## src/hdl/status_pin_params.svh

```systemverilog
`ifndef STATUS_PIN_PARAMS_SVH
`define STATUS_PIN_PARAMS_SVH

// register offsets within the pin block window (no offsets printed; chosen locally)
`define ADDR_W 4
`define OFF_MISC_IO_CFG 4'h0
`define OFF_STATUS_CFG_LO 4'h1
`define OFF_STATUS_CFG_HI 4'h2
`define OFF_STARTUP_STS 4'h3
`define OFF_PIN_READBACK 4'h4

// misc io configuration fields
`define IO_STARTUP_HI 7
`define IO_STARTUP_LO 6
`define IO_PP_HI 5
`define IO_PP_LO 4
`define IO_OD_HI 3
`define IO_OD_LO 2
`define IO_SERIAL_DATA_PULLUP_EN 1
`define IO_SERIAL_CLOCK_PULLUP_EN 0
`define MISC_IO_RESET 8'h2f

// status pin configuration fields
`define ST_OD 12
`define ST_HIZ 11
`define ST_PD 10
`define ST_PU 9
`define ST_POL 8
`define ST_SEL_HI 4
`define ST_SEL_LO 0
`define STATUS_CFG_RESET 16'h0200
`define STATUS_CFG_RW_MASK 16'h1f1f

// startup output gating codes
`define STARTUP_WAIT_LOCK 2'h0
`define STARTUP_NO_WAIT 2'h2

// status source selector codes
`define SEL_PLL_LOCK 5'h00
`define SEL_REF0_LOS 5'h02
`define SEL_XTAL_LOS 5'h04
`define SEL_REF0_ACT 5'h05
`define SEL_REF0_INV 5'h07
`define SEL_DEV_INT 5'h09
`define SEL_DEV_READY 5'h0a
`define SEL_CONST_LOW 5'h1d
`define SEL_CONST_HIGH 5'h1e
`define SEL_RAW 5'h1f

// startup latch layout
`define BOOT_W 6
`define BOOT_STATUS 0
`define BOOT_SDATA 1
`define BOOT_SCLK 2
`define BOOT_ENSEL 3
`define STS_BOND 7

// edges after reset release before the startup latch may sample the pads
`define BOOT_SETTLE 2'h2
// push-pull strength out of reset, matching the misc io default
`define PUSH_PULL_STRENGTH_RESET 2'h2

`endif

```

## src/hdl/status_pin_pkg.sv

```systemverilog
package status_pin_pkg;
    typedef enum logic [1:0] {
        boot_wait,
        boot_capture,
        boot_done
    } boot_state_type;
endpackage

```

## src/hdl/status_pin_io.sv

```systemverilog
`timescale 1ns/1ns
`default_nettype none
`include "status_pin_params.svh"
module status_pin_io
    import status_pin_pkg::*;
#(
    parameter int INT_W = 8
) (
    input wire logic clk_i,
    input wire logic arst_n_i,
    // register port
    input wire logic [`ADDR_W-1:0] reg_addr_i,
    input wire logic reg_wr_i,
    input wire logic [7:0] reg_wdata_i,
    output logic [7:0] reg_rdata_o,
    // internal status sources, same clock
    input wire logic pll_lock_i,
    input wire logic ref0_los_i,
    input wire logic xtal_los_i,
    input wire logic ref0_act_i,
    input wire logic ref0_invalid_i,
    input wire logic [INT_W-1:0] int_status_i,
    input wire logic [INT_W-1:0] int_enable_i,
    input wire logic startup_done_i,
    // pads, asynchronous
    input wire logic status_pin_i,
    input wire logic serial_data_pin_i,
    input wire logic serial_clock_pin_i,
    input wire logic enable_select_pin_i,
    input wire logic die_bond_option_i,
    // status pad drive and other io controls
    output logic status_pin_o,
    output logic status_pin_oe_n_o,
    output logic status_pin_pullup_en_o,
    output logic status_pin_pulldown_en_o,
    output logic [1:0] status_pin_strength_o,
    output logic [1:0] push_pull_strength_o,
    output logic serial_data_pullup_en_o,
    output logic serial_clock_pullup_en_o,
    output logic clock_outputs_en_o
);
    logic [7:0] misc_io_r, misc_io_nxt;
    logic [15:0] status_cfg_r, status_cfg_nxt;
    logic [`BOOT_W-1:0] boot_pins_r, boot_pins_nxt;
    logic [1:0] settle_r, settle_nxt;
    logic bond_r, bond_nxt;
    boot_state_type boot_r, boot_nxt;
    logic pin_o_r, pin_o_nxt;
    logic oe_n_r, oe_n_nxt;
    logic pu_r, pd_r;
    logic [1:0] strength_r, strength_nxt;
    logic [1:0] pp_r;
    logic serial_data_pullup_en_r, serial_clock_pullup_en_r;
    logic clk_en_r, clk_en_nxt;
    logic readback_r, readback_nxt;
    logic [7:0] rdata_r, rdata_nxt;

    logic [3:0] pads_sync;
    logic bond_sync;
    logic src_value, readback_ok, driven, dev_int;
    logic [4:0] sel;

    // pads are asynchronous; two stages before any logic sees them
    sync2 #(.WIDTH(5)) u_pad_sync (
        .clk_i(clk_i),
        .arst_n_i(arst_n_i),
        .d_i({die_bond_option_i, enable_select_pin_i, serial_clock_pin_i,
              serial_data_pin_i, status_pin_i}),
        .q_o({bond_sync, pads_sync})
    );

    assign sel = status_cfg_r[`ST_SEL_HI:`ST_SEL_LO];
    // interrupt sources already run on this clock, so no synchroniser here
    assign dev_int = |(int_status_i & int_enable_i);

    status_source_mux u_mux (
        .sel_i(sel),
        .pll_lock_i(pll_lock_i),
        .ref0_los_i(ref0_los_i),
        .xtal_los_i(xtal_los_i),
        .ref0_act_i(ref0_act_i),
        .ref0_invalid_i(ref0_invalid_i),
        .dev_int_i(dev_int),
        .dev_ready_i(startup_done_i),
        .value_o(src_value),
        .readback_ok_o(readback_ok)
    );

    // register writes
    always_comb
    begin
        misc_io_nxt = misc_io_r;
        status_cfg_nxt = status_cfg_r;
        if (reg_wr_i)
        begin
            case (reg_addr_i)
                `OFF_MISC_IO_CFG: misc_io_nxt = reg_wdata_i;
                // the two halves of the status configuration are written independently
                `OFF_STATUS_CFG_LO:
                begin
                    status_cfg_nxt[7:0] = reg_wdata_i;
                end
                `OFF_STATUS_CFG_HI:
                begin
                    status_cfg_nxt[15:8] = reg_wdata_i;
                end
                default: ;
            endcase
        end
        // reserved bits stay zero
        status_cfg_nxt = status_cfg_nxt & `STATUS_CFG_RW_MASK;
    end

    always_ff @(posedge clk_i or negedge arst_n_i)
    begin
        if (!arst_n_i)
        begin
            misc_io_r <= `MISC_IO_RESET;
            status_cfg_r <= `STATUS_CFG_RESET;
        end
        else
        begin
            misc_io_r <= misc_io_nxt;
            status_cfg_r <= status_cfg_nxt;
        end
    end

    // startup capture: pin levels are taken once the synchronisers are filled
    always_comb
    begin
        boot_nxt = boot_r;
        boot_pins_nxt = boot_pins_r;
        bond_nxt = bond_r;
        settle_nxt = settle_r;
        case (boot_r)
            // the second synchroniser stage holds pad levels only from the second
            // edge on; capturing earlier would latch the reset zeros
            boot_wait:
            begin
                settle_nxt = settle_r + 2'h1;
                if (settle_nxt == `BOOT_SETTLE)
                    boot_nxt = boot_capture;
            end
            boot_capture:
            begin
                boot_pins_nxt = '0;
                boot_pins_nxt[`BOOT_STATUS] = pads_sync[0];
                boot_pins_nxt[`BOOT_SDATA] = pads_sync[1];
                boot_pins_nxt[`BOOT_SCLK] = pads_sync[2];
                boot_pins_nxt[`BOOT_ENSEL] = pads_sync[3];
                boot_nxt = boot_done;
            end
            // the pin latch then holds until the next reset; the bond bit keeps following its synchronised pad
            boot_done: boot_nxt = boot_done;
            default: boot_nxt = boot_wait;
        endcase
        bond_nxt = bond_sync;
    end

    always_ff @(posedge clk_i or negedge arst_n_i)
    begin
        if (!arst_n_i)
        begin
            boot_r <= boot_wait;
            boot_pins_r <= '0;
            bond_r <= 1'b0;
            settle_r <= 2'h0;
        end
        else
        begin
            boot_r <= boot_nxt;
            boot_pins_r <= boot_pins_nxt;
            bond_r <= bond_nxt;
            settle_r <= settle_nxt;
        end
    end

    // status pad drive
    always_comb
    begin
        logic pol;
        pol = status_cfg_r[`ST_POL];
        if (sel == `SEL_RAW)
        begin
            driven = src_value;
        end
        else
        begin
            driven = src_value ^ pol;
        end
        pin_o_nxt = driven;
        oe_n_nxt = 1'b0;
        strength_nxt = misc_io_r[`IO_PP_HI:`IO_PP_LO];
        if (status_cfg_r[`ST_OD])
        begin
            // driven folds polarity for every selector but raw: 0 pulls low, 1 releases
            pin_o_nxt = 1'b0;
            oe_n_nxt = driven;
            strength_nxt = misc_io_r[`IO_OD_HI:`IO_OD_LO];
        end
        if (status_cfg_r[`ST_HIZ])
        begin
            pin_o_nxt = 1'b0;
            oe_n_nxt = 1'b1;
        end
        // readback reports the intended level for selectors up to SEL_XTAL_LOS, zero otherwise, so a pull-up cannot mask it
        readback_nxt = readback_ok ? driven : 1'b0;
        // under code 0 gating is released only by lock; code 2 ignores lock
        case (misc_io_r[`IO_STARTUP_HI:`IO_STARTUP_LO])
            `STARTUP_WAIT_LOCK: clk_en_nxt = clk_en_r | pll_lock_i;
            `STARTUP_NO_WAIT: clk_en_nxt = 1'b1;
            // reserved codes freeze the enable rather than guess a meaning
            default: clk_en_nxt = clk_en_r;
        endcase
    end

    always_ff @(posedge clk_i or negedge arst_n_i)
    begin
        if (!arst_n_i)
        begin
            pin_o_r <= 1'b0;
            oe_n_r <= 1'b1;
            pu_r <= 1'b1;
            pd_r <= 1'b0;
            strength_r <= `PUSH_PULL_STRENGTH_RESET;
            pp_r <= `PUSH_PULL_STRENGTH_RESET;
            serial_data_pullup_en_r <= 1'b1;
            serial_clock_pullup_en_r <= 1'b1;
            clk_en_r <= 1'b0;
            readback_r <= 1'b0;
        end
        else
        begin
            pin_o_r <= pin_o_nxt;
            oe_n_r <= oe_n_nxt;
            pu_r <= status_cfg_r[`ST_PU];
            // pull-down with open-drain is left to software to avoid
            pd_r <= status_cfg_r[`ST_PD];
            strength_r <= strength_nxt;
            pp_r <= misc_io_r[`IO_PP_HI:`IO_PP_LO];
            serial_data_pullup_en_r <= misc_io_r[`IO_SERIAL_DATA_PULLUP_EN];
            serial_clock_pullup_en_r <= misc_io_r[`IO_SERIAL_CLOCK_PULLUP_EN];
            clk_en_r <= clk_en_nxt;
            readback_r <= readback_nxt;
        end
    end

    // registered read data; unmapped offsets read zero
    always_comb
    begin
        case (reg_addr_i)
            `OFF_MISC_IO_CFG: rdata_nxt = misc_io_r;
            `OFF_STATUS_CFG_LO: rdata_nxt = status_cfg_r[7:0];
            `OFF_STATUS_CFG_HI: rdata_nxt = status_cfg_r[15:8];
            `OFF_STARTUP_STS: rdata_nxt = {bond_r, 1'b0, boot_pins_r};
            `OFF_PIN_READBACK: rdata_nxt = {6'h00, readback_r, 1'b0};
            default: rdata_nxt = 8'h00;
        endcase
    end

    always_ff @(posedge clk_i or negedge arst_n_i)
    begin
        if (!arst_n_i)
        begin
            rdata_r <= 8'h00;
        end
        else
        begin
            rdata_r <= rdata_nxt;
        end
    end

    // every output is a flop so pad timing does not depend on the muxes
    assign reg_rdata_o = rdata_r;
    assign status_pin_o = pin_o_r;
    assign status_pin_oe_n_o = oe_n_r;
    assign status_pin_pullup_en_o = pu_r;
    assign status_pin_pulldown_en_o = pd_r;
    assign status_pin_strength_o = strength_r;
    assign push_pull_strength_o = pp_r;
    assign serial_data_pullup_en_o = serial_data_pullup_en_r;
    assign serial_clock_pullup_en_o = serial_clock_pullup_en_r;
    assign clock_outputs_en_o = clk_en_r;
endmodule
`default_nettype wire

```

## src/hdl/status_source_mux.sv

```systemverilog
`timescale 1ns/1ns
`default_nettype none
`include "status_pin_params.svh"
module status_source_mux (
    input wire logic [4:0] sel_i,
    input wire logic pll_lock_i,
    input wire logic ref0_los_i,
    input wire logic xtal_los_i,
    input wire logic ref0_act_i,
    input wire logic ref0_invalid_i,
    input wire logic dev_int_i,
    input wire logic dev_ready_i,
    output logic value_o,
    output logic readback_ok_o
);
    always_comb
    begin
        value_o = 1'b0;
        case (sel_i)
            `SEL_PLL_LOCK: value_o = pll_lock_i;
            `SEL_REF0_LOS: value_o = ref0_los_i;
            `SEL_XTAL_LOS: value_o = xtal_los_i;
            `SEL_REF0_ACT: value_o = ref0_act_i;
            `SEL_REF0_INV: value_o = ref0_invalid_i;
            `SEL_DEV_INT: value_o = dev_int_i;
            `SEL_DEV_READY: value_o = dev_ready_i;
            `SEL_CONST_LOW: value_o = 1'b0;
            `SEL_CONST_HIGH: value_o = 1'b1;
            // reserved codes drive low
            default: value_o = 1'b0;
        endcase
    end
    assign readback_ok_o = (sel_i <= `SEL_XTAL_LOS);
endmodule
`default_nettype wire

```

## src/hdl/sync2.sv

```systemverilog
`timescale 1ns/1ns
`default_nettype none
module sync2 #(
    parameter int WIDTH = 1
) (
    input wire logic clk_i,
    input wire logic arst_n_i,
    input wire logic [WIDTH-1:0] d_i,
    output logic [WIDTH-1:0] q_o
);
    logic [WIDTH-1:0] meta_r;
    logic [WIDTH-1:0] q_r;
    always_ff @(posedge clk_i or negedge arst_n_i)
    begin
        if (!arst_n_i)
        begin
            meta_r <= '0;
            q_r <= '0;
        end
        else
        begin
            meta_r <= d_i;
            q_r <= meta_r;
        end
    end
    assign q_o = q_r;
endmodule
`default_nettype wire
```

## config.mk

```make
export PLATFORM = sky130hd
export DESIGN_NAME = status_pin_io
export DESIGN_NICKNAME = d
export VERILOG_FILES = /design/src/hdl/status_pin_pkg.sv /design/src/hdl/status_pin_io.sv /design/src/hdl/status_source_mux.sv /design/src/hdl/sync2.sv
export VERILOG_INCLUDE_DIRS = /design/src /design/src/hdl
export SDC_FILE = /design/constraint.sdc
export NUM_CORES = 1
export LEC_CHECK = 0
export ABC_AREA = 1
export BUFFER_PORTS_ARGS = -buffer_cell sky130_fd_sc_hd__buf_4
export CORE_MARGIN = 5
export CORE_UTILIZATION = 50
export CTS_BUF_LIST = sky130_fd_sc_hd__clkbuf_8
export DETAILED_ROUTE_END_ITERATION = 6
export GPL_TIMING_DRIVEN = 0
export PLACE_DENSITY = 0.76
export SETUP_SLACK_MARGIN = 0.15
export SYNTH_ARGS = -nofsm -noshare
export SYNTH_HDL_FRONTEND = slang
export SYNTH_SLANG_ARGS = --single-unit
```

## constraint.sdc

```tcl
create_clock -name clk_i -period 2.1 [get_ports clk_i]
set_input_delay 0.105 -clock clk_i [delete_from_list [all_inputs] [get_ports clk_i]]
set_output_delay 0.105 -clock clk_i [all_outputs]
set_load 0.01 [all_outputs]
```

Yosys cells after proc, flatten, opt, wreduce, memory -nomap -nowiden
Cells that the tools add are included.
- bits in registers: 57
- bits in latches: 0
- memory bits (writable): 0
- ROM bits: 0
- output and inout bits: 19
- logic and storage cells: 64
- memories: 0
- add/sub/neg operators: 1
- multipliers: 0
- div/mod/pow operators: 0
- $lt $le $gt $ge: 1
- equal/unequal tests: 17
- shifts and indexed selects: 0
- muxes and demuxes: 12
- bitwise gates (word level): 3
- reduce and logical (&&, ||, !) cells: 10
- operators with widths (operator ; number):
    one-hot mux 8 bit (5 select lines) ; 1
    equality test 5 x 3 -> 1 bit (second input constant) ; 3
    equality test 5 x 4 -> 1 bit (second input constant) ; 2
    equality test 5 bit (second input constant) ; 2
    AND 8 bit ; 1
    equality test 4 x 2 -> 1 bit (second input constant) ; 2
    one-hot mux 1 bit (8 select lines) ; 1
    OR reduction 8 bit ; 1
    equality test 2 bit (second input constant) ; 3
    2-to-1 mux 1 bit ; 6
    AND reduction 2 bit ; 3
    equality test 5 x 2 -> 1 bit (second input constant) ; 1
    less-or-equal comparator 5 x 3 -> 1 bit (second input constant) ; 1
    zero test 5 bit ; 1
    equality test 4 x 1 -> 1 bit (second input constant) ; 1
    equality test 4 x 3 -> 1 bit (second input constant) ; 1
    zero test 2 bit ; 2
    zero test 4 bit ; 1
    2-to-1 mux 2 bit ; 2
    one-hot mux 2 bit (2 select lines) ; 1
    adder 2 x 1 -> 2 bit (second input constant) ; 1
    equality test 2 x 1 -> 1 bit (second input constant) ; 1
    inequality test 2 bit (second input constant) ; 1
    one-hot mux 1 bit (2 select lines) ; 1
    4 further kinds ; 4

Longest topological paths before layout
- depth in word-level cells: 7
- mapped depth: 11

Modules after synthesis
From an unflattened synthesis, not the netlist that was laid out.
- cells, all modules: 257
- area total of the unflattened synthesis: 2506.2 um^2
- modules (own cells, without submodules) (module ; times used ; cells an instance ; area each (um^2)):
    status_pin_io ; 1 ; 215 ; 2117.0
    sync2 ; 1 ; 10 ; 250.2
    status_source_mux ; 1 ; 32 ; 138.9

Least setup slack after synthesis
Ideal clock, no wire load.
- path kind: register to register
- from: register status_cfg_r[1]
- to: register readback_r
- setup time: 122 ps
- data arrival time: 1087 ps
- setup slack: 891 ps
- stages on the path, launching flop included: 11
- path buffers: 1
- period minus slack after synthesis: 1209 ps
- path through: dfrtp_1 > buf_4 > nand2_2 > or2_0 > nand3_1 > nor2_1 > nand2_2 > nand3_2 > nand2_2 > inv_2 > nor2_2
- cells in the longest elaborated chain, start to end: 5
- elaborated cells between the ends (all ways): 14
- classes of those cells: order compare (1); eq/ne (8); mux (3); bitwise (1); reduce/logical (1)
- RTL lines (item ; line ; RTL):
    from (decl) ; status_pin_io.sv:43 ; logic [15:0] status_cfg_r, status_cfg_nxt;
    from (signal assigned) ; status_pin_io.sv:119 ; status_cfg_r <= `STATUS_CFG_RESET;
    from (signal assigned) ; status_pin_io.sv:124 ; status_cfg_r <= status_cfg_nxt;
    equality test 5 bit (tied with other cells) ; status_source_mux.sv:19 ; case (sel_i)
    one-hot mux 1 bit (8 select lines) ; status_source_mux.sv:19 ;
    bitwise XOR 1 bit ; status_pin_io.sv:189 ; driven = src_value ^ pol;
    2-to-1 mux 1 bit ; status_pin_io.sv:183 ; if (sel == `SEL_RAW)
    2-to-1 mux 1 bit (*) ; status_pin_io.sv:207 ; readback_nxt = readback_ok ? driven : 1'b0;
    via readback_nxt ; status_pin_io.sv:55 ; logic readback_r, readback_nxt;
    to (signal assigned) ; status_pin_io.sv:244 ; readback_r <= readback_nxt;
    to (decl) ; status_pin_io.sv:55 ;
The timed path passes the listed nets; every way through them passes the cells marked *.
A chain may end at the register's enable or synchronous reset.

Worst setup path after layout
- from: register status_cfg_r[4]
- to: register readback_r
Same word-level chain as after synthesis.

==> metrics.md <==
| Metric | Value |
|---|---|
| Status | `complete, no violations` |
| Core box area | `4720 sq um` |
| Unrepaired setup endpoints after global routing | `false` |
| Syn avg cell area | `9.34 sq um` |
| Diodes inserted | `0` |
| Drt drc | `0` |
| Via-to-Cell Ratio | `4.91` |
| Max-cap viol count | `0` |
| Clock Latency Late Sink | `330 ps` |
| Worst-Margin Slew | `669 ps` |
| Row Count | `25` |
| Top area cells in the synthesized netlist | `dfrtp_1, dfstp_2, nand2_1` |
| Worst hold path class | `primary input to flop` |
| CP endpoint kind | `flop` |
| Fillers | `370` |
| Final Cycle Share | `67.9%` |
| Root Driver | `clkbuf_8` |
| Min Hold Slack | `28.7 ps` |
| Fin crit period | `1430 ps` |
| Clock sink count | `57` |
| Pwr/cell area | `909 nW/um^2` |
| Yosys warning count | `0` |
| Via count | `2004` |
| Register area share after synthesis | `59.6%` |
| Starting DRT DRC Count | `104` |
| Synth Register Bits | `57` |
| Post-cts resize count | `0` |
| Total negative slack | `0 ps` |
| PnR worst setup slack | `673 ps` |
| Endpoints failing setup | `0` |
| WL per Instance | `12.9 microns` |
| Num CTS Buffers | `9` |
| Crit start category | `flop` |
| Clock skew | `7.42 ps` |
| Routed wire length | `5.24 mm` |
| Clk slew on worst S/H paths | `60 ps` |
| Cell area after synthesis | `2420 sq um` |
| CP Class | `flop to flop` |
| First-pass DRT Iterations | `5` |
| Fmax | `701 MHz` |
| Required time worst endpoint | `2360 ps` |
| Worst-case clock buffer depth | `2` |
| Layout cell share with drive strength beyond 1 | `33.4%` |
| Post-DP Area | `2950 sq um` |
| Rel. slew slack | `55.4%` |
| CTS H-tree lvls | `3` |
| Hpwl dp | `3.82 mm` |
| Critical Path Fanout Max | `7` |
| Port bufs | `60` |
| Remaining antenna violation count | `0` |
| Nets@finish | `383` |
| Max rail drop VDD | `0.000644 V` |
| Initial Utilization | `51.2%` |
| Die height | `79.6 microns` |
| Post-Layout Inst Area | `3220 sq um` |
| Largest net degree at the start of global routing | `58` |
| Grt total ovfl | `0` |
| Synth unique cells | `27` |
| Vias in the first global route | `1935` |
| Post-synthesis instance total | `259` |
| Area grow syn2layout | `33.1%` |
| Die area | `6330 sq um` |
| GR Util All Layers | `18.7%` |
| DP Cell Count | `386` |
| IO Count | `61` |
| Final hold vios | `0` |
| Synthesized net count | `305` |
| Initial antenna violation count | `0` |
| Area leader, netlist | `dfrtp_1` |
| Final Wtd Congestion | `0.818` |
| Worst EP arrival | `1690 ps` |
| Final number of max-transition violations | `0` |
| Dpl ws | `700 ps` |
| Die Span X | `79.6 microns` |
| Final Non-Filler Cells | `408` |
| CTS tree | `yes` |
| Pleak | `1.64 nW` |
| First-pass GRT wire length | `8.70 mm` |
| Synth top area share | `46.6%` |
## critical path: stages, from the launching register on
cell     delay (ps)
dfrtp_1         480
nor2_2          280
nand4_1         120
nand2_1          80
nor2_1           40
nand3_1          80
nand2_1          60
nand2_2          70
inv_2            50
nor2_2           80
## routing by layer
metal | vias to the layer above | part of all wire [%] | GRT usage (%)
li1 | 988 | - | -
met1 | 930 | 40 | 21.8
met2 | 75 | 51 | 30.1
met3 | 11 | 7.6 | 8.58
met4 | 0 | 1.8 | 7.22
met5 | - | 0 | 0
## logic make-up (layout without fill, tap and decap cells)
kind of cell | after synthesis | in the layout | share of synthesized area (%)
multiplexers | 1 | 1 | 0.466
flip-flops | 57 | 57 | 59.6
XOR/XNOR | 1 | 1 | 0.362
buffers and inverters | 39 | 121 | 6.62
AND/OR/NAND/NOR | 115 | 115 | 21.5
adder cells (fa/ha/maj) | 4 | 4 | 2.07
AO/OA/AOI/OAI | 42 | 42 | 9.42
## flip-flops by register name (all words and copies together), names as in the netlist, 2 cells and up
| name | flops |
|---|---|
| u_pad_sync.meta_r | 5 |
| settle_r | 2 |
| reg_rdata_o | 8 |
| status_pin_strength_o | 2 |
| misc_io_r | 8 |
| push_pull_strength_o | 2 |
| status_cfg_r | 10 |
| u_pad_sync.q_o | 5 |
| boot_pins_r | 4 |
| boot_r | 2 |
## final timing paths
path	from	endpoint	slack [ps]	cells after the start
worst max-delay path	status_cfg_r[4]	readback_r	670	9
max in group asynchronous	arst_n_i	status_cfg_r[10]	1300	2
worst max register to register	status_cfg_r[4]	readback_r	670	9
min in group asynchronous	arst_n_i	clock_outputs_en_o	360	2
worst min register to register	u_pad_sync.meta_r[2]	u_pad_sync.q_o[2]	340	0
worst min-delay path	reg_wdata_i[5]	misc_io_r[5]	30	3
## through the flow
stage / power (mW) / utilization (%)
2_1_floorplan: 1.69 / -
3_3_place_gp: 1.93 / 62.5
3_5_place_dp: 1.95 / 62.5
4_1_cts: 2.95 / 68.1
5_1_grt: 3.11 / 68.1
6_report: 2.93 / 68.1
## synth_stat cells
cell,count
o2111ai_1,2
nand4_1,7
buf_4,1
a22o_1,1
o21ai_0,11
or2_0,1
inv_2,11
dfstp_2,12
o21ai_1,20
dfrtp_1,45
nor3_1,5
nor3_4,2
nand2_1,68
buf_2,2
o21bai_1,1
nor2_1,17
xor2_1,1
nand2_2,7
a21oi_1,6
inv_1,24
o221ai_1,1
nand3_2,1
nand3_1,4
nor2_2,3
mux2_1,1
ha_1,4
buf_6,1
## repair_timing
action                                 4_1_cts  5_1_grt
setup endpoints to repair                    0        0
setup buffers                                0        0
endpoints found under the hold margin       51        0
hold buffers                                 7        0
## cell type report
class / count / area [sq um] / share of cell area [%]
timing repair buffer: 67 / 520 / 16.2
clock inverter: 4 / 43.8 / 1.36
buffer: 4 / 28.8 / 0.894
sequential: 57 / 1440 / 44.8
tap: 67 / 83.8 / 2.60
inverter: 35 / 131 / 4.08
clock buffer: 11 / 151 / 4.70
multi-input combinational: 163 / 817 / 25.4
## cell usage in the layout (no fill, tap or decap), types with 2 or more instances in the layout
master | Yosys | final
a21oi_1 | 6 | 6
buf_2 | 2 | 2
buf_4 | 1 | 61
clkbuf_8 | 0 | 11
clkinv_2 | 0 | 2
dfrtp_1 | 45 | 45
dfstp_2 | 12 | 12
dlygate4sd3_1 | 0 | 7
ha_1 | 4 | 4
inv_1 | 24 | 25
inv_2 | 11 | 11
nand2_1 | 68 | 68
nand2_2 | 7 | 7
nand3_1 | 4 | 4
nand4_1 | 7 | 7
nor2_1 | 17 | 17
nor2_2 | 3 | 3
nor3_1 | 5 | 5
nor3_4 | 2 | 2
o2111ai_1 | 2 | 2
o21ai_0 | 11 | 11
o21ai_1 | 20 | 20
## report_power, final
group	total, mW	switching [mW]	internal [mW]
clock network	0.986	0.389	0.597
logic	0.568	0.318	0.250
registers	1.37	0.0896	1.28
No activity file was read; power rests on OpenSTA's default activity.
